### src/ots_pkg.sv
// package: register map, field layout, reset values and timing for trim control
//
// Contract
// regulator trim driven out; FF highest, 00 lowest
// reset restores coarse 01, fine 8E defaults
// software reloads calibrated trims after each reset
// oscillator enabled except in stop state
// oscillator on/off causes no clock glitches
// update field zero: fine value passes unchanged
// amplitude select: 32, 16, 8, 4; code decodes select 0..3 as 4, 8, 16, 32
// coarse range low bits drive oscillator band
// larger fine code gives lower frequency
// active spread: fine value plus sweeping offset
// update field sets cycles between updates
// full sweep lasts 4*interval*(2*amp+1) cycles
// modulated fine code saturates at 0, 255
// software keeps fine within amp..256-amp
// software calibrates 16MHz by binary search
// offset moves one step, triangular pattern
package ots_pkg;

  // ---------------------------------------------------------------
  // register offsets
  // ---------------------------------------------------------------
  localparam logic [15:0] OTS_ADDR_REG_TRIM   = 16'hA000;
  localparam logic [15:0] OTS_ADDR_COARSE_SS  = 16'hA001;
  localparam logic [15:0] OTS_ADDR_FINE_TRIM  = 16'hA002;
  localparam logic [15:0] OTS_ADDR_STATUS     = 16'hA003;

  // ---------------------------------------------------------------
  // field positions of the coarse and spread register
  // ---------------------------------------------------------------
  localparam int OTS_COARSE_LSB   = 0;
  localparam int OTS_AMP_LSB      = 2;
  localparam int OTS_INTERVAL_LSB = 4;

  // status register bits above the effective fine code
  localparam int OTS_STAT_OSC_EN_BIT  = 8;
  localparam int OTS_STAT_CLK_ON_BIT  = 9;
  localparam int OTS_STAT_SPREAD_BIT  = 10;

  // ---------------------------------------------------------------
  // reset values
  // ---------------------------------------------------------------
  localparam logic [7:0] OTS_RST_REG_TRIM  = 8'hFF;
  localparam logic [7:0] OTS_RST_COARSE_SS = 8'h01;
  localparam logic [7:0] OTS_RST_FINE_TRIM = 8'h8E;

  // ---------------------------------------------------------------
  // timing
  // ---------------------------------------------------------------
  localparam int OTS_CLK_PERIOD_PS  = 5000;
  // oscillator settles within this many ref_clk_i cycles
  localparam int OTS_OSC_SETTLE_CYC = 10;
  // gate closes this long before the oscillator stops
  localparam int OTS_GATE_LEAD_NS   = 10;
  localparam int OTS_GATE_LEAD_CYC  =
    ((OTS_GATE_LEAD_NS * 1000 + OTS_CLK_PERIOD_PS - 1) / OTS_CLK_PERIOD_PS < 1) ? 1 :
    (OTS_GATE_LEAD_NS * 1000 + OTS_CLK_PERIOD_PS - 1) / OTS_CLK_PERIOD_PS;

  // ---------------------------------------------------------------
  // carriers
  // ---------------------------------------------------------------
  typedef struct packed {
    logic [3:0] interval;
    logic [1:0] amp_sel;
    logic [1:0] coarse_range;
  } ots_coarse_ss_t;

  typedef enum {
    OTS_ST_RUN,
    OTS_ST_GATE_OFF,
    OTS_ST_OSC_OFF,
    OTS_ST_WAKE
  } ots_state_t;

endpackage : ots_pkg

### src/ots_sweep.sv
// module: triangular spread modulator with saturating fine code output
module ots_sweep
  import ots_pkg::*;
(
  input  wire logic           ref_clk_i,
  input  wire logic           sys_rst_i,
  input  wire ots_coarse_ss_t cfg_i,
  input  wire logic [7:0]     fine_value_i,
  output logic [7:0]          effective_fine_out_o,
  output logic                spread_active_o
);

  // ---------------------------------------------------------------
  // amplitude decode
  // ---------------------------------------------------------------
  wire logic       spread_on = (cfg_i.interval != 4'h0);
  // amplitude select
  wire logic [6:0] amp       = 7'(7'h04 << cfg_i.amp_sel);

  logic [3:0]        tick_cnt_reg;
  logic              dwell_reg;
  logic              dir_up_reg;
  logic signed [6:0] offset_reg;

  // update every interval cycles
  wire logic tick = spread_on && (tick_cnt_reg == cfg_i.interval - 4'h1);
  // each step held two updates
  wire logic step = tick && dwell_reg;

  wire logic signed [6:0] amp_s  = signed'(amp);
  wire logic at_top = (offset_reg >= amp_s);
  wire logic at_bot = (offset_reg <= -amp_s);

  // fine value plus offset
  wire logic signed [9:0] sum = signed'({2'b00, fine_value_i}) + 10'(offset_reg);
  // saturate at both bounds
  wire logic [7:0] sat = (sum < 10'sd0)   ? 8'h00 :
                         (sum > 10'sd255) ? 8'hFF : sum[7:0];

  // ---------------------------------------------------------------
  // sweep state
  // ---------------------------------------------------------------
  always_ff @(posedge ref_clk_i) begin
    if (sys_rst_i || !spread_on) begin
      tick_cnt_reg <= 4'h0;
      dwell_reg    <= 1'b0;
      dir_up_reg   <= 1'b1;
      offset_reg   <= 7'sd0;
    end else begin
      tick_cnt_reg <= tick ? 4'h0 : tick_cnt_reg + 4'h1;
      if (tick) begin
        dwell_reg <= !dwell_reg;
      end
      // one step, triangular
      // peak held one step
      if (step) begin
        if (dir_up_reg) begin
          if (at_top) begin
            dir_up_reg <= 1'b0;
          end else begin
            offset_reg <= offset_reg + 7'sd1;
          end
        end else begin
          if (at_bot) begin
            dir_up_reg <= 1'b1;
          end else begin
            offset_reg <= offset_reg - 7'sd1;
          end
        end
      end
    end
  end

  // disabled: fine value unchanged
  always_ff @(posedge ref_clk_i) begin
    if (sys_rst_i) begin
      effective_fine_out_o <= OTS_RST_FINE_TRIM;
      spread_active_o      <= 1'b0;
    end else begin
      effective_fine_out_o <= spread_on ? sat : fine_value_i;
      spread_active_o      <= spread_on;
    end
  end

endmodule : ots_sweep

### src/ots_trim_ctrl.sv
// module: trim register file, oscillator enable sequencing and spread modulator
module ots_trim_ctrl
  import ots_pkg::*;
(
  input  wire logic        ref_clk_i,
  input  wire logic        sys_rst_i,
  input  wire logic [15:0] addr_i,
  input  wire logic [7:0]  wdata_i,
  input  wire logic        wr_i,
  input  wire logic        rd_i,
  output logic [15:0]      rdata_o,
  input  wire logic        stop_mode_i,
  output logic [7:0]       regulator_level_o,
  output logic [1:0]       coarse_range_o,
  output logic [7:0]       effective_fine_out_o,
  output logic             osc_enable_o,
  output logic             sys_clk_gate_o
);

  // ---------------------------------------------------------------
  // address decode
  // ---------------------------------------------------------------
  wire logic sel_reg_trim = (addr_i == OTS_ADDR_REG_TRIM);
  wire logic sel_coarse   = (addr_i == OTS_ADDR_COARSE_SS);
  wire logic sel_fine     = (addr_i == OTS_ADDR_FINE_TRIM);
  wire logic sel_status   = (addr_i == OTS_ADDR_STATUS);

  wire logic wr_reg_trim  = wr_i && sel_reg_trim;
  wire logic wr_coarse    = wr_i && sel_coarse;
  wire logic wr_fine      = wr_i && sel_fine;

  // ---------------------------------------------------------------
  // software registers
  // ---------------------------------------------------------------
  logic [7:0]     regulator_level_trim_reg;
  ots_coarse_ss_t osc_coarse_and_spread_reg;
  logic [7:0]     osc_fine_trim_reg;

  // defaults on every reset
  always_ff @(posedge ref_clk_i) begin
    if (sys_rst_i) begin
      regulator_level_trim_reg  <= OTS_RST_REG_TRIM;
      osc_coarse_and_spread_reg <= OTS_RST_COARSE_SS;
      osc_fine_trim_reg         <= OTS_RST_FINE_TRIM;
    end else begin
      if (wr_reg_trim) begin
        regulator_level_trim_reg <= wdata_i;
      end
      if (wr_coarse) begin
        osc_coarse_and_spread_reg <= wdata_i;
      end
      if (wr_fine) begin
        osc_fine_trim_reg <= wdata_i;
      end
    end
  end

  // ---------------------------------------------------------------
  // analog control outputs
  // ---------------------------------------------------------------
  always_ff @(posedge ref_clk_i) begin
    if (sys_rst_i) begin
      regulator_level_o <= OTS_RST_REG_TRIM;
      coarse_range_o    <= OTS_RST_COARSE_SS[1:0];
    end else begin
      // regulator code passed as written
      regulator_level_o <= regulator_level_trim_reg;
      // coarse band straight to oscillator
      coarse_range_o    <= osc_coarse_and_spread_reg.coarse_range;
    end
  end

  // ---------------------------------------------------------------
  // spread modulator
  // ---------------------------------------------------------------
  logic spread_active;

  // fine code drives oscillator, higher is slower
  ots_sweep u_sweep (
    .ref_clk_i            (ref_clk_i),
    .sys_rst_i            (sys_rst_i),
    .cfg_i                (osc_coarse_and_spread_reg),
    .fine_value_i         (osc_fine_trim_reg),
    .effective_fine_out_o (effective_fine_out_o),
    .spread_active_o      (spread_active)
  );

  // ---------------------------------------------------------------
  // stop request synchroniser
  // ---------------------------------------------------------------
  logic stop_s1_reg;
  logic stop_s2_reg;
  logic stop_s3_reg;
  logic stop_reg;

  always_ff @(posedge ref_clk_i) begin
    if (sys_rst_i) begin
      stop_s1_reg <= 1'b0;
      stop_s2_reg <= 1'b0;
      stop_s3_reg <= 1'b0;
      stop_reg    <= 1'b0;
    end else begin
      stop_s1_reg <= stop_mode_i;
      stop_s2_reg <= stop_s1_reg;
      stop_s3_reg <= stop_s2_reg;
      if (stop_s2_reg == stop_s3_reg) begin
        stop_reg <= stop_s3_reg;
      end
    end
  end

  // ---------------------------------------------------------------
  // oscillator enable sequencer
  // ---------------------------------------------------------------
  ots_state_t state_reg;
  ots_state_t state_next;
  logic [4:0] wait_cnt_reg;
  logic [4:0] wait_cnt_next;

  localparam logic [4:0] LEAD_LAST   = 5'(OTS_GATE_LEAD_CYC - 1);
  localparam logic [4:0] SETTLE_LAST = 5'(OTS_OSC_SETTLE_CYC - 1);

  wire logic wait_done = (state_reg == OTS_ST_GATE_OFF) ? (wait_cnt_reg == LEAD_LAST) :
                                                          (wait_cnt_reg == SETTLE_LAST);

  always_comb begin
    state_next    = state_reg;
    wait_cnt_next = 5'h00;
    case (state_reg)
      OTS_ST_RUN: begin
        // leave run only for stop
        if (stop_reg) begin
          state_next = OTS_ST_GATE_OFF;
        end
      end
      OTS_ST_GATE_OFF: begin
        // gate closed before oscillator stops
        if (wait_done) begin
          state_next = OTS_ST_OSC_OFF;
        end else begin
          wait_cnt_next = wait_cnt_reg + 5'h01;
        end
      end
      OTS_ST_OSC_OFF: begin
        if (!stop_reg) begin
          state_next = OTS_ST_WAKE;
        end
      end
      OTS_ST_WAKE: begin
        // gate opens only once stable
        if (wait_done) begin
          state_next = OTS_ST_RUN;
        end else begin
          wait_cnt_next = wait_cnt_reg + 5'h01;
        end
      end
      default: begin
        state_next = OTS_ST_RUN;
      end
    endcase
  end

  wire logic osc_en_next  = (state_next != OTS_ST_OSC_OFF);
  wire logic clk_on_next  = (state_next == OTS_ST_RUN);

  always_ff @(posedge ref_clk_i) begin
    if (sys_rst_i) begin
      state_reg      <= OTS_ST_RUN;
      wait_cnt_reg   <= 5'h00;
      osc_enable_o   <= 1'b1;
      sys_clk_gate_o <= 1'b1;
    end else begin
      state_reg      <= state_next;
      wait_cnt_reg   <= wait_cnt_next;
      // oscillator off only in stop
      osc_enable_o   <= osc_en_next;
      sys_clk_gate_o <= clk_on_next;
    end
  end

  // ---------------------------------------------------------------
  // read path
  // ---------------------------------------------------------------
  wire logic [15:0] status_word = {5'h00,
                                   spread_active,
                                   sys_clk_gate_o,
                                   osc_enable_o,
                                   effective_fine_out_o};

  // fine trim is write-only and reads as zero
  wire logic [15:0] rd_mux = sel_reg_trim ? {8'h00, regulator_level_trim_reg} :
                             sel_coarse   ? {8'h00, osc_coarse_and_spread_reg} :
                             sel_status   ? status_word : 16'h0000;

  always_ff @(posedge ref_clk_i) begin
    if (sys_rst_i) begin
      rdata_o <= 16'h0000;
    end else begin
      rdata_o <= rd_i ? rd_mux : 16'h0000;
    end
  end

endmodule : ots_trim_ctrl

### config.mk
export PLATFORM = sky130hd
export DESIGN_NAME = ots_trim_ctrl
export DESIGN_NICKNAME = d
export VERILOG_FILES = /design/src/ots_pkg.sv /design/src/ots_sweep.sv /design/src/ots_trim_ctrl.sv
export SDC_FILE = /design/constraint.sdc
export NUM_CORES = 1
export LEC_CHECK = 0
export BUFFER_PORTS_ARGS = -buffer_cell sky130_fd_sc_hd__buf_2
export CORE_MARGIN = 1
export CORE_UTILIZATION = 40
export CTS_BUF_LIST = sky130_fd_sc_hd__clkbuf_4 sky130_fd_sc_hd__clkbuf_8 sky130_fd_sc_hd__clkbuf_16
export CTS_CLUSTER_DIAMETER = 40
export DETAILED_ROUTE_END_ITERATION = 10
export PLACE_DENSITY = 0.6
export SLEW_MARGIN = 20
export SYNTH_ARGS = -nofsm -noshare
export SYNTH_HDL_FRONTEND = slang
export SYNTH_HIERARCHICAL = 1
export SYNTH_SLANG_ARGS = --single-unit
export TNS_END_PERCENT = 10
### constraint.sdc
create_clock -name ref_clk_i -period 5.9 [get_ports ref_clk_i]
set_input_delay 0.885 -clock ref_clk_i [delete_from_list [all_inputs] [get_ports ref_clk_i]]
set_output_delay 0.885 -clock ref_clk_i [all_outputs]
set_load 0.01 [all_outputs]
-- Word level (Yosys, flattened, before mapping)
Index checks and enable logic that the tools add are counted.
- register bits: 115
- output and inout bits: 36
- word-level logic and storage cells: 90
- input bits: 29
- magnitude comparators: 4
- add/sub/neg operators: 7
- multiplexer cells: 18
- eq/ne operators: 15
- shift operators: 1
- bitwise gates (word level): 3
- reduce and logical (&&, ||, !) cells: 18
- operators with widths (operator ; count):
    $mux W32 ; 4
    $pmux W32 S4 ; 1
    $eq A32 B2 Y1 const B ; 3
    $eq A16 B16 Y1 const B ; 4
    $logic_not A32 Y1 ; 2
    $mux W8 ; 6
    $eq A32 B1 Y1 const B ; 1
    $ne A32 B3 Y1 const B ; 1
    $mux W7 ; 3
    $add A9 B7 Y10 ; 1
    $gt A10 B9 Y1 const B ; 1
    $lt A10 B1 Y1 const B ; 1
    $add A7 B2 Y7 const B ; 1
    $ge A7 B7 Y1 ; 1
    $le A7 B7 Y1 ; 1
    $neg A7 Y7 ; 1
    $shl A3 B2 Y7 const A ; 1
    $sub A7 B2 Y7 const B ; 1
    $reduce_or A2 Y1 ; 3
    $add A5 B1 Y5 const B ; 1
    $eq A5 B1 Y1 const B ; 1
    $eq A5 B4 Y1 const B ; 1
    $logic_and A1 B1 Y1 ; 5
    $reduce_or A5 Y1 ; 1
    14 further kinds ; 20

-- Logic depth before layout (Yosys ltp)
Gate-level depths: netlist of run 1.
- depth in word-level cells: 5
- depth in mapped cells: 10

-- By module
The synthesis of run 1 kept the hierarchy.
- modules (own cells, without submodules) (module ; area each (µm²) ; seq. area each (µm²) ; instances ; cells each):
    ots_trim_ctrl ; 2935.3 ; 1761.7 ; 1 ; 272
    ots_sweep ; 1816.7 ; 440.4 ; 1 ; 211

-- Least setup slack after synthesis of run 1
Ideal clock, no wire load.
- kind: reg2reg
- start point: register osc_coarse_and_spread_reg[2] (netlist bit)
- end point: register u_sweep.offset_reg[6]
- arrival time: 2.567 ns
- buffers on the path: 0
- cell stages (with the launch flop): 11
- slack: 3.274 ns
- clock period less this slack: 2.626 ns
- library setup time: 0.059 ns
- cell sequence: dfxtp_1 -> or2_2 -> ha_1 -> nor2b_1 -> ha_1 -> a311oi_1 -> nor2_1 -> o22ai_1 -> o2111ai_4 -> or4_1 -> nand2_1
- word-level cells in the longest chain between the ends: 5
- elaborated cells on any way between the ends: 7
- those cells by class: add/sub (1); order compare (2); eq/ne (2); shift (1); reduce/logical (1)
- ends and longest elaborated chain (element ; RTL line ; text):
    from (decl) ; ots_trim_ctrl.sv:36 ; ots_coarse_ss_t osc_coarse_and_spread_reg;
    from (signal assigned) ; ots_trim_ctrl.sv:50 ; osc_coarse_and_spread_reg <= wdata_i;
    $shl A3 B2 Y7 (*) ; ots_sweep.sv:18 ; wire logic [6:0] amp = 7'(7'h04 << cfg_i.amp_sel);
    $neg A7 Y7 ; ots_sweep.sv:32 ; wire logic at_bot = (offset_reg <= -amp_s);
    $le A7 B7 Y1 ; ots_sweep.sv:32 ;
    $ne A2 B1 Y1 (no source line) ; - ;
    $reduce_and A3 Y1 (no source line) (*) ; - ;
    to (signal assigned) ; ots_sweep.sv:61 ; offset_reg <= offset_reg + 7'sd1;
    to (signal assigned) ; ots_sweep.sv:67 ; offset_reg <= offset_reg - 7'sd1;
    to (decl) ; ots_sweep.sv:23 ; logic signed [6:0] offset_reg;
Every way passes the cells marked *; elsewhere a longest branch is shown, timed or not.
A chain may end at the register's enable or synchronous reset.

-- Worst setup path after layout of run 1
Same ends and word-level chain as after synthesis.

==> flow_summary.ini, run 1 <==
[run_status]
status = complete, but fails checks
violations = DRC

[synth]
synthFlopType = dfxtp_1
synth_top_family_by_area = simple AND/OR/NAND/NOR gates
avgSynthCellArea_sq_um = 9.839
yosysWarnings = 6
yosysUniqueCellTypes = 61
synth_edf_count = 0
ys_seq_elements = 110
yosysSeqAreaShare_pct = 46.34
synth-adder-area-share_pct = 7.688
syn-instance-count = 483
synth-compound-area-share_pct = 15.51
yosys.area_share.simple_pct = 18.59
synthArstFlopShare_pct = 0
synth_top_area_cell = dfxtp_1
synthMuxAreaShare_pct = 4.213
synth-xor-area-share_pct = 3.870
yosysTopAreaCellShare_pct = 46.34
synth_area_leaders = dfxtp_1 46%, ha_1 6.8%, a21oi_1 4.7%, mux2i_1 4.2%, nor2_1 3.3%
syn_area_sq_mm = 0.004752

[setup_path]
end_kind = flip-flop
worstPathMaxFanout = 8
r2r_cells = 10
worstPathRequired_ns = 6.20
cp-start-kind = flip-flop
reg2reg_slack_ns = 3.07
rr_startpoint = osc_coarse_and_spread_reg[2]$_SDFFE_PP0P_
cp.arrival_ns = 3.13
crit_start = osc_coarse_and_spread_reg[2]$_SDFFE_PP0P_
path_class = reg -> reg
r2r-end = u_sweep/offset_reg[6]$_SDFFE_PP0P_

[timing]
fmax_mhz = 353.3
tightestPinTransition_ns = 0.8185
hold_violations = 0
slew_viol_final = 0
finalCritPeriodShare_pct = 47.97
fin_crit_ns = 2.830
fin_tns_setup_ns = 0
finalSetupViolations = 0
rsz0062_at_grt = no
max_slew_margin_pct = 45.43
fin_skew_ns = 0.006602

[final_layout]
layout_common_cells = 110 x dfxtp_1, 59 x buf_2, 45 x a21oi_1, 42 x nor2_1, 35 x conb_1
final_common_cell = dfxtp_1
finalNonFillerCells = 714
largest_reg_flops = 32
drive_gt1_share_pct = 18.04
seqCellArea_sq_mm = 0.002202
antenna-diode-count = 0
area_growth_pct = 16.98
fill_cells = 1098
multiInputGateArea_sq_mm = 0.002504
final_net_count = 623

[cts]
clock-sinks = 110
clkLatencyLatePin_ns = 0.35
cts_resized = 0
cts_buffer_depth = 2
cts_setup_buffers = 0
path_clk_slew_ns = 0.08
clock-root-buffer = clkbuf_16
htree_num_levels = 3
holdBufCountCts = 0
numCtsBuffers = 9
cts_tree = built

[placement]
place_hpwl_mm = 7.348
io_buffers = 59
dp.cells = 698
globalplace.congestion = 0.8302

[floorplanning]
core_area_sq_mm = 0.01152
io_pins = 65
fp-row-count = 39
die_y_microns = 111.0
fp.dieW_microns = 111.0
die_area_sq_mm = 0.01232
start_util_pct = 41.26

[global_routing]
grt_max_degree = 49
first_global_vias = 3572
gr-total-overflow = 0
track_usage_pct = 16.94
antenna_found_initial = 0
grt_pass1_wl_mm = 16.75

[drt]
final_antenna_net_count = 0
drt_iter0_drc = 277
wl_mm = 9.770
via_per_inst = 5.090
wire_per_inst_microns = 13.68
drt-pass1-iter-count = 8
vias = 3634
drc = 20

[hold_path]
min_to = stop_s2_reg$_SDFF_PP0_
hold_depth = 1
hp-start = stop_s1_reg$_SDFF_PP0_
hp-class = reg -> reg

[pwr]
finalPower_uw = 1402
p_leak_uw = 0.002358
powerDensity_mw_per_mm2 = 252.2
ir_worst_vdd_mv = 0.1592

[job]
maxCapViolations = 0
==> area by class of cell <==
cell class	instances	share of cell area, %
Multi-Input combinational cell	368	45.04
Sequential cell	110	39.61
Timing Repair Buffer	59	5.312
Clock buffer	9	4.051
Tap cell	143	3.219
Clock inverter	7	1.553
Inverter	18	1.215
==> report_power, final <==
group / total [uW] / switching (uW) / internal [uW]
Clock: 608 / 304 / 304
Sequential: 757 / 3.58 / 753
Combinational: 37.0 / 24.0 / 12.9
Total: 1400 / 331 / 1070
==> worst max-delay path, stage by stage (launching register included) <==
cell       delay [ns]
dfxtp_1          0.35
or2_2            0.32
ha_1             0.18
nor2b_1          0.13
ha_1             0.29
a311oi_1         0.25
nor2_1           0.07
o22ai_1          0.32
o2111ai_4        0.27
or4_1            0.53
nand2_1          0.07
==> worst max path at each step <==
| stage | cells after the start | to | slack (ns) |
|---|---|---|---|
| 6_report | 10 | u_sweep/offset_reg[6]$_SDFFE_PP0P_ | 3.07 |
| 5_1_grt | 10 | u_sweep/offset_reg[6]$_SDFFE_PP0P_ | 2.90 |
| 4_1_cts | 10 | u_sweep/offset_reg[6]$_SDFFE_PP0P_ | 3.07 |
| 3_5_place_dp | 10 | u_sweep/offset_reg[6]$_SDFFE_PP0P_ | 3.09 |
| 3_3_place_gp | 10 | u_sweep/offset_reg[6]$_SDFFE_PP0P_ | 3.14 |
| 2_1_floorplan | 10 | u_sweep/offset_reg[6]$_SDFFE_PP0P_ | 3.27 |
==> metal layers <==
layer / routed length (microns) / global-route usage [%]
met5: 0 / 0
met4: 89 / 6.027
met3: 373 / 3.171
met2: 4837 / 29.64
met1: 4469 / 20.72
==> per-stage QoR <==
| step | setup WS, ns | hold WS (ns) | area (sq um) | util [%] |
|---|---|---|---|---|
| 6_report | 3.070 | 0.4446 | 5559 | 48.27 |
| 5_1_grt | 2.896 | 0.4678 | 5559 | 48.27 |
| 4_1_cts | 3.072 | 0.4459 | 5557 | 48.25 |
| 3_5_place_dp | 3.093 | 0.4264 | 5245 | 45.55 |
| 3_3_place_gp | 3.136 | 0.4174 | 5245 | 45.55 |
| 2_1_floorplan | 3.274 | 0.4138 | 4880 | - |
==> synthesized netlist by cell type (10+ instances only) <==
cell / number
a21oi_1: 45
dfxtp_1: 110
ha_1: 26
inv_1: 18
mux2i_1: 20
nand2_1: 19
nand2b_1: 10
nand3_1: 14
nor2_1: 42
o21ai_0: 19
or2_2: 11
xnor2_1: 10
xor2_1: 11
==> kinds of logic after synthesis <==
kind of cell,Yosys count
and+or+nand+nor,153
AOI/OAI and AO/OA,111
DFF,110
buffers and inverters,39
adders and majority gates,28
xor gates and xnor gates,21
muxes,20
other,1
Power figures use the tool's default switching activity.
==> run 2, diff against run 1 <==
--- a/config.mk
+++ b/config.mk
@@ -5,6 +5,7 @@
 export SDC_FILE = /design/constraint.sdc
 export NUM_CORES = 1
 export LEC_CHECK = 0
+export ABC_AREA = 1
 export BUFFER_PORTS_ARGS = -buffer_cell sky130_fd_sc_hd__buf_2
 export CORE_MARGIN = 1
 export CORE_UTILIZATION = 40
==> constraint.sdc (replaced) <==
create_clock -name ref_clk_i -period 2.86 [get_ports ref_clk_i]
set_input_delay 0.429 -clock ref_clk_i [delete_from_list [all_inputs] [get_ports ref_clk_i]]
set_output_delay 0.429 -clock ref_clk_i [all_outputs]
set_load 0.01 [all_outputs]
==> flow_summary.ini, run 2 <==
[timing]
finalCritPeriodShare_pct = 77.05
slew_viol_final = 0
finalSetupViolations = 0
hold_violations = 0
rsz0062_at_grt = no
fin_skew_ns = 0.008801
fin_crit_ns = 2.204
fin_tns_setup_ns = 0
fmax_mhz = 453.8
max_slew_margin_pct = 48.55
hold_slack_ns = 0.2798
tightestPinTransition_ns = 0.7709

[drt]
drt_iter0_drc = 188
final_antenna_net_count = 0
wl_mm = 10.66
vias = 4207
wire_per_inst_microns = 11.28
drc = 0
via_per_inst = 4.452
drt-pass1-iter-count = 4

[hold_path]
hp-class = in -> reg

[floorplanning]
die_area_sq_mm = 0.01346
io_pins = 65
start_util_pct = 41.04
fp.dieW_microns = 116.0
core_area_sq_mm = 0.01267
die_y_microns = 116.0
fp-row-count = 41

[cts]
path_clk_slew_ns = 0.07
numCtsBuffers = 9
cts_tree = built
cts_buffer_depth = 2
clock-sinks = 110
clock-root-buffer = clkbuf_16
cts_resized = 0
holdBufCountCts = 0
clkLatencyLatePin_ns = 0.34
htree_num_levels = 3
cts_setup_buffers = 0

[global_routing]
track_usage_pct = 16.94
use_met3_pct = 2.981
met1_usage_pct = 21.11
first_global_vias = 3813
met2_usage_pct = 29.64
gr-total-overflow = 0
antenna_found_initial = 0
busiest_layer = met2
grt_pass1_wl_mm = 17.59
grt_max_degree = 27

[synth]
yosysWarnings = 6
synth_area_leaders = dfxtp_1 42%, nand2_1 10%, inv_1 9.0%, ha_1 6.3%, nor2_1 4.5%
synthArstFlopShare_pct = 0
yosysTopAreaCellShare_pct = 42.35
synth_edf_count = 0
syn-instance-count = 678
ys_seq_elements = 110
synth_common_cells = 144 x nand2_1, 125 x inv_1, 110 x dfxtp_1, 63 x nor2_1, 43 x nand3_1
synthFlopType = dfxtp_1
yosysMostFrequentCell = nand2_1
avgSynthCellArea_sq_um = 7.670
yosysUniqueCellTypes = 43
synth_top_area_cell = dfxtp_1
yosysSeqAreaShare_pct = 42.35
syn_area_sq_mm = 0.005200

[final_layout]
largest_reg_flops = 32
antenna-diode-count = 0
area_growth_pct = 16.22
multiInputGateArea_sq_mm = 0.002529
finalNonFillerCells = 945
fill_cells = 1283
seqCellArea_sq_mm = 0.002202
final_common_cell = nand2_1
layout_common_cells = 144 x nand2_1, 125 x inv_1, 110 x dfxtp_1, 63 x nor2_1, 59 x buf_2
final_net_count = 826
drive_gt1_share_pct = 16.17

[placement]
place_hpwl_mm = 8.301
io_buffers = 59
globalplace.congestion = 0.8378
dp.cells = 930

[setup_path]
worstPathRequired_ns = 3.09
worstPathMaxFanout = 7
path_buf_inv = 3
cp.arrival_ns = 2.43
worstPathCellList = ha_1, inv_1, fa_1, inv_1, nand3_1, nand2_1, nand2_1, nand2_1, inv_1, nand3_2, nand2_1, o21ai_0, nand3_1
crit_top_cell = nand2_1
slowest_delay_ns = 0.46
end_kind = flip-flop
critPathTopFamily = adder cells
path_class = reg -> reg
cpMaxStageDelayCell = dfxtp_1
cp-start-kind = flip-flop

[pwr]
cellInternalPower_uw = 2262
p_comb_share_pct = 2.6
powerDensity_mw_per_mm2 = 476.8
switching_share_pct = 21.49
ir_worst_vdd_mv = 0.3090
power_frac_clock_pct = 43.2
switchingPower_uw = 619.2
p_leak_uw = 0.003107
pwr-share-seq_pct = 54.1

[run_status]
status = finished clean

[job]
maxCapViolations = 0
==> run 2: final timing paths <==
kind / cells after the start / start / slack, ns / endpoint
setup reg to reg: 13 / u_sweep/offset_reg[0]$_SDFFE_PP0P_ / 0.66 / u_sweep/effective_fine_out_o[2]$_SDFF_PP1_
setup / recovery: 13 / u_sweep/offset_reg[0]$_SDFFE_PP0P_ / 0.66 / u_sweep/effective_fine_out_o[2]$_SDFF_PP1_
hold / removal: 3 / stop_mode_i / 0.28 / stop_s1_reg$_SDFF_PP0_
hold reg to reg: 2 / stop_s1_reg$_SDFF_PP0_ / 0.41 / stop_s2_reg$_SDFF_PP0_
==> run 2: worst min-delay path, stage by stage <==
cell and delay (ns):
buf_2 0.07, inv_1 0.03, nor2_1 0.06
==> run 2: metrics by stage <==
stage          setup slack [ns]  total power (uW)  instance area, sq um  utilization (%)
2_1_floorplan            0.9177              1642                  5328                -
3_3_place_gp             0.7385              1669                  5747            45.35
3_5_place_dp             0.6537              1671                  5747            45.35
4_1_cts                  0.6489              2906                  6043            47.69
5_1_grt                  0.4094              2995                  6043            47.69
6_report                 0.6563              2881                  6043            47.69
==> run 2: kinds of logic (layout without fill, tap and decap cells) <==
logic type	count (synthesis)	in the layout	synth area share, %
AND/OR/NAND/NOR	305	305	27.82
buffers and inverters	145	206	11.48
flip-flops	110	110	42.35
AO/OA/AOI/OAI	75	75	8.903
adder cells (fa/ha/maj)	28	28	7.026
XOR/XNOR	14	14	2.358
other	1	35	0.07212
==> run 2: cell type report <==
type / count / area share (%)
well taps: 172 / 3.561
clock buffers: 9 / 3.727
inverters: 131 / 8.240
multi-input cells: 457 / 41.84
clock inverters: 6 / 1.180
flip-flops and latches: 110 / 36.44
repair buffers: 60 / 5.010
==> run 2: power groups by stage <==
stage	clock, uW	sequential (uW)	combinational (uW)
finish	1250	1560	75.4
CTS	1270	1560	75.4
global placement	0	1600	73.2
floorplan	0	1600	47.4
detailed placement	0	1600	75.2
global route	1340	1560	88.9
==> run 2: layer usage <==
metal	up-vias	share of wire, %
met5	-	0
met4	0	1.5
met3	11	3.8
met2	89	47
met1	1848	48
li1	2259	-
==> run 3, diff against run 2 <==
==> constraint.sdc (replaced) <==
create_clock -name ref_clk_i -period 2.3 [get_ports ref_clk_i]
set_input_delay 0.345 -clock ref_clk_i [delete_from_list [all_inputs] [get_ports ref_clk_i]]
set_output_delay 0.345 -clock ref_clk_i [all_outputs]
set_load 0.01 [all_outputs]
==> flow_summary.ini, run 3 (synthesized netlist as in run 2, its figures left out) <==
[run_status]
status = finished clean

[global_routing]
first_global_vias = 3785
gr-total-overflow = 0
antenna_found_initial = 0
grt_max_degree = 25
track_usage_pct = 16.88
grt_pass1_wl_mm = 17.60

[floorplanning]
die_y_microns = 116.0
fp.dieW_microns = 116.0
fp-row-count = 41
core_area_sq_mm = 0.01267
io_pins = 65
start_util_pct = 41.04
die_area_sq_mm = 0.01346

[final_layout]
drive_gt1_share_pct = 17.05
fill_cells = 1239
layout_common_cells = 144 x nand2_1, 125 x inv_1, 110 x dfxtp_1, 63 x nor2_1, 59 x buf_2
final_net_count = 833
seqCellArea_sq_mm = 0.002202
final_common_cell = nand2_1
multiInputGateArea_sq_mm = 0.002534
antenna-diode-count = 0
largest_reg_flops = 32
area_growth_pct = 17.90

[setup_path]
worstPathMaxFanout = 6
end_kind = flip-flop
cp-start-kind = flip-flop
path_class = reg -> reg
cp.arrival_ns = 2.30
worstPathRequired_ns = 2.52

[cts]
cts_tree = built
cts_buffer_depth = 2
cts_setup_buffers = 0
clkLatencyLatePin_ns = 0.34
clock-sinks = 110
clock-root-buffer = clkbuf_16
htree_num_levels = 3
numCtsBuffers = 9
path_clk_slew_ns = 0.07

[timing]
rsz0062_at_grt = no
hold_slack_ns = 0.2056
fmax_mhz = 481.4
fin_crit_ns = 2.077
finalCritPeriodShare_pct = 90.31
hold_violations = 0
fin_skew_ns = 0.005803
slew_viol_final = 0
fin_tns_setup_ns = 0
finalSetupViolations = 0

[placement]
place_hpwl_mm = 8.479
io_buffers = 59
globalplace.congestion = 0.9076

[pwr]
ir_worst_vdd_mv = 0.3142
p_leak_uw = 0.003162
powerDensity_mw_per_mm2 = 604.6

[job]
maxCapViolations = 0

[drt]
via_per_inst = 4.464
drt-pass1-iter-count = 5
final_antenna_net_count = 0
wl_mm = 10.68
drt_iter0_drc = 242
wire_per_inst_microns = 11.21
vias = 4250
drc = 0

[hold_path]
hp-class = in -> reg
## run 3: worst paths after layout
check                           slack (ns)                              start  depth (start not counted)                                    endpoint
worst min register to register        0.41             stop_s1_reg$_SDFF_PP0_                          2                      stop_s2_reg$_SDFF_PP0_
worst max register to register        0.22  osc_fine_trim_reg[0]$_SDFFE_PP0P_                         13  u_sweep/effective_fine_out_o[3]$_SDFF_PP1_
worst max-delay path                  0.22  osc_fine_trim_reg[0]$_SDFFE_PP0P_                         13  u_sweep/effective_fine_out_o[3]$_SDFF_PP1_
worst min-delay path                  0.21                        stop_mode_i                          3                      stop_s1_reg$_SDFF_PP0_
## run 3: layout make-up
class	instances	area share, %
clock buffer	11	4.020
clock inverter	4	1.306
sequential	110	35.92
inverter	131	8.122
timing repair buffer	67	5.796
multi-input combinational	457	41.33
tap	172	3.510
## run 3: what timing repair did
item                       4_1_cts  5_1_grt
setup endpoints to repair        0        7
gates resized for setup          0        1
hold buffers                     0        0
## run 3: power breakdown
| group | total [uW] | internal (uW) | switching, uW |
|---|---|---|---|
| combinational | 95.4 | 34.6 | 60.8 |
| sequential | 1940 | 1930 | 6.95 |
| clock | 1670 | 1000 | 670 |
| total | 3710 | 2970 | 738 |
## run 3: through the flow
stage	instance area (sq um)	total power [uW]	std cells	utilization, %	worst slack, ns
6_report	6131	3707	952	48.39	0.2229
3_3_place_gp	5799	2078	937	45.77	0.2563
5_1_grt	6131	3849	952	48.39	0.01874
2_1_floorplan	5328	2042	712	-	0.3577
4_1_cts	6126	3750	952	48.35	0.1687
3_5_place_dp	5799	2080	937	45.77	0.1792
## run 3: metal layers
| metal | share of wire, % | wire length [microns] | track usage (%) | vias up |
|---|---|---|---|---|
| met2 | 47 | 4991 | 28.73 | 98 |
| li1 | - | - | - | 2273 |
| met1 | 48 | 5076 | 21.36 | 1869 |
| met3 | 4.4 | 465 | 3.818 | 10 |
| met5 | 0 | 0 | 0 | - |
| met4 | 1.3 | 141 | 4.786 | 0 |
## run 3: worst max-delay path, stage by stage (launching register included)
cell and delay [ns]:
dfxtp_1 0.33, ha_1 0.20, inv_1 0.06, fa_1 0.40
inv_1 0.07, nand3_1 0.06, nand2_1 0.13, nand2_1 0.07
nand2_1 0.08, inv_1 0.05, nand3_2 0.12, nand2_1 0.10
o21ai_0 0.20, nand3_1 0.09
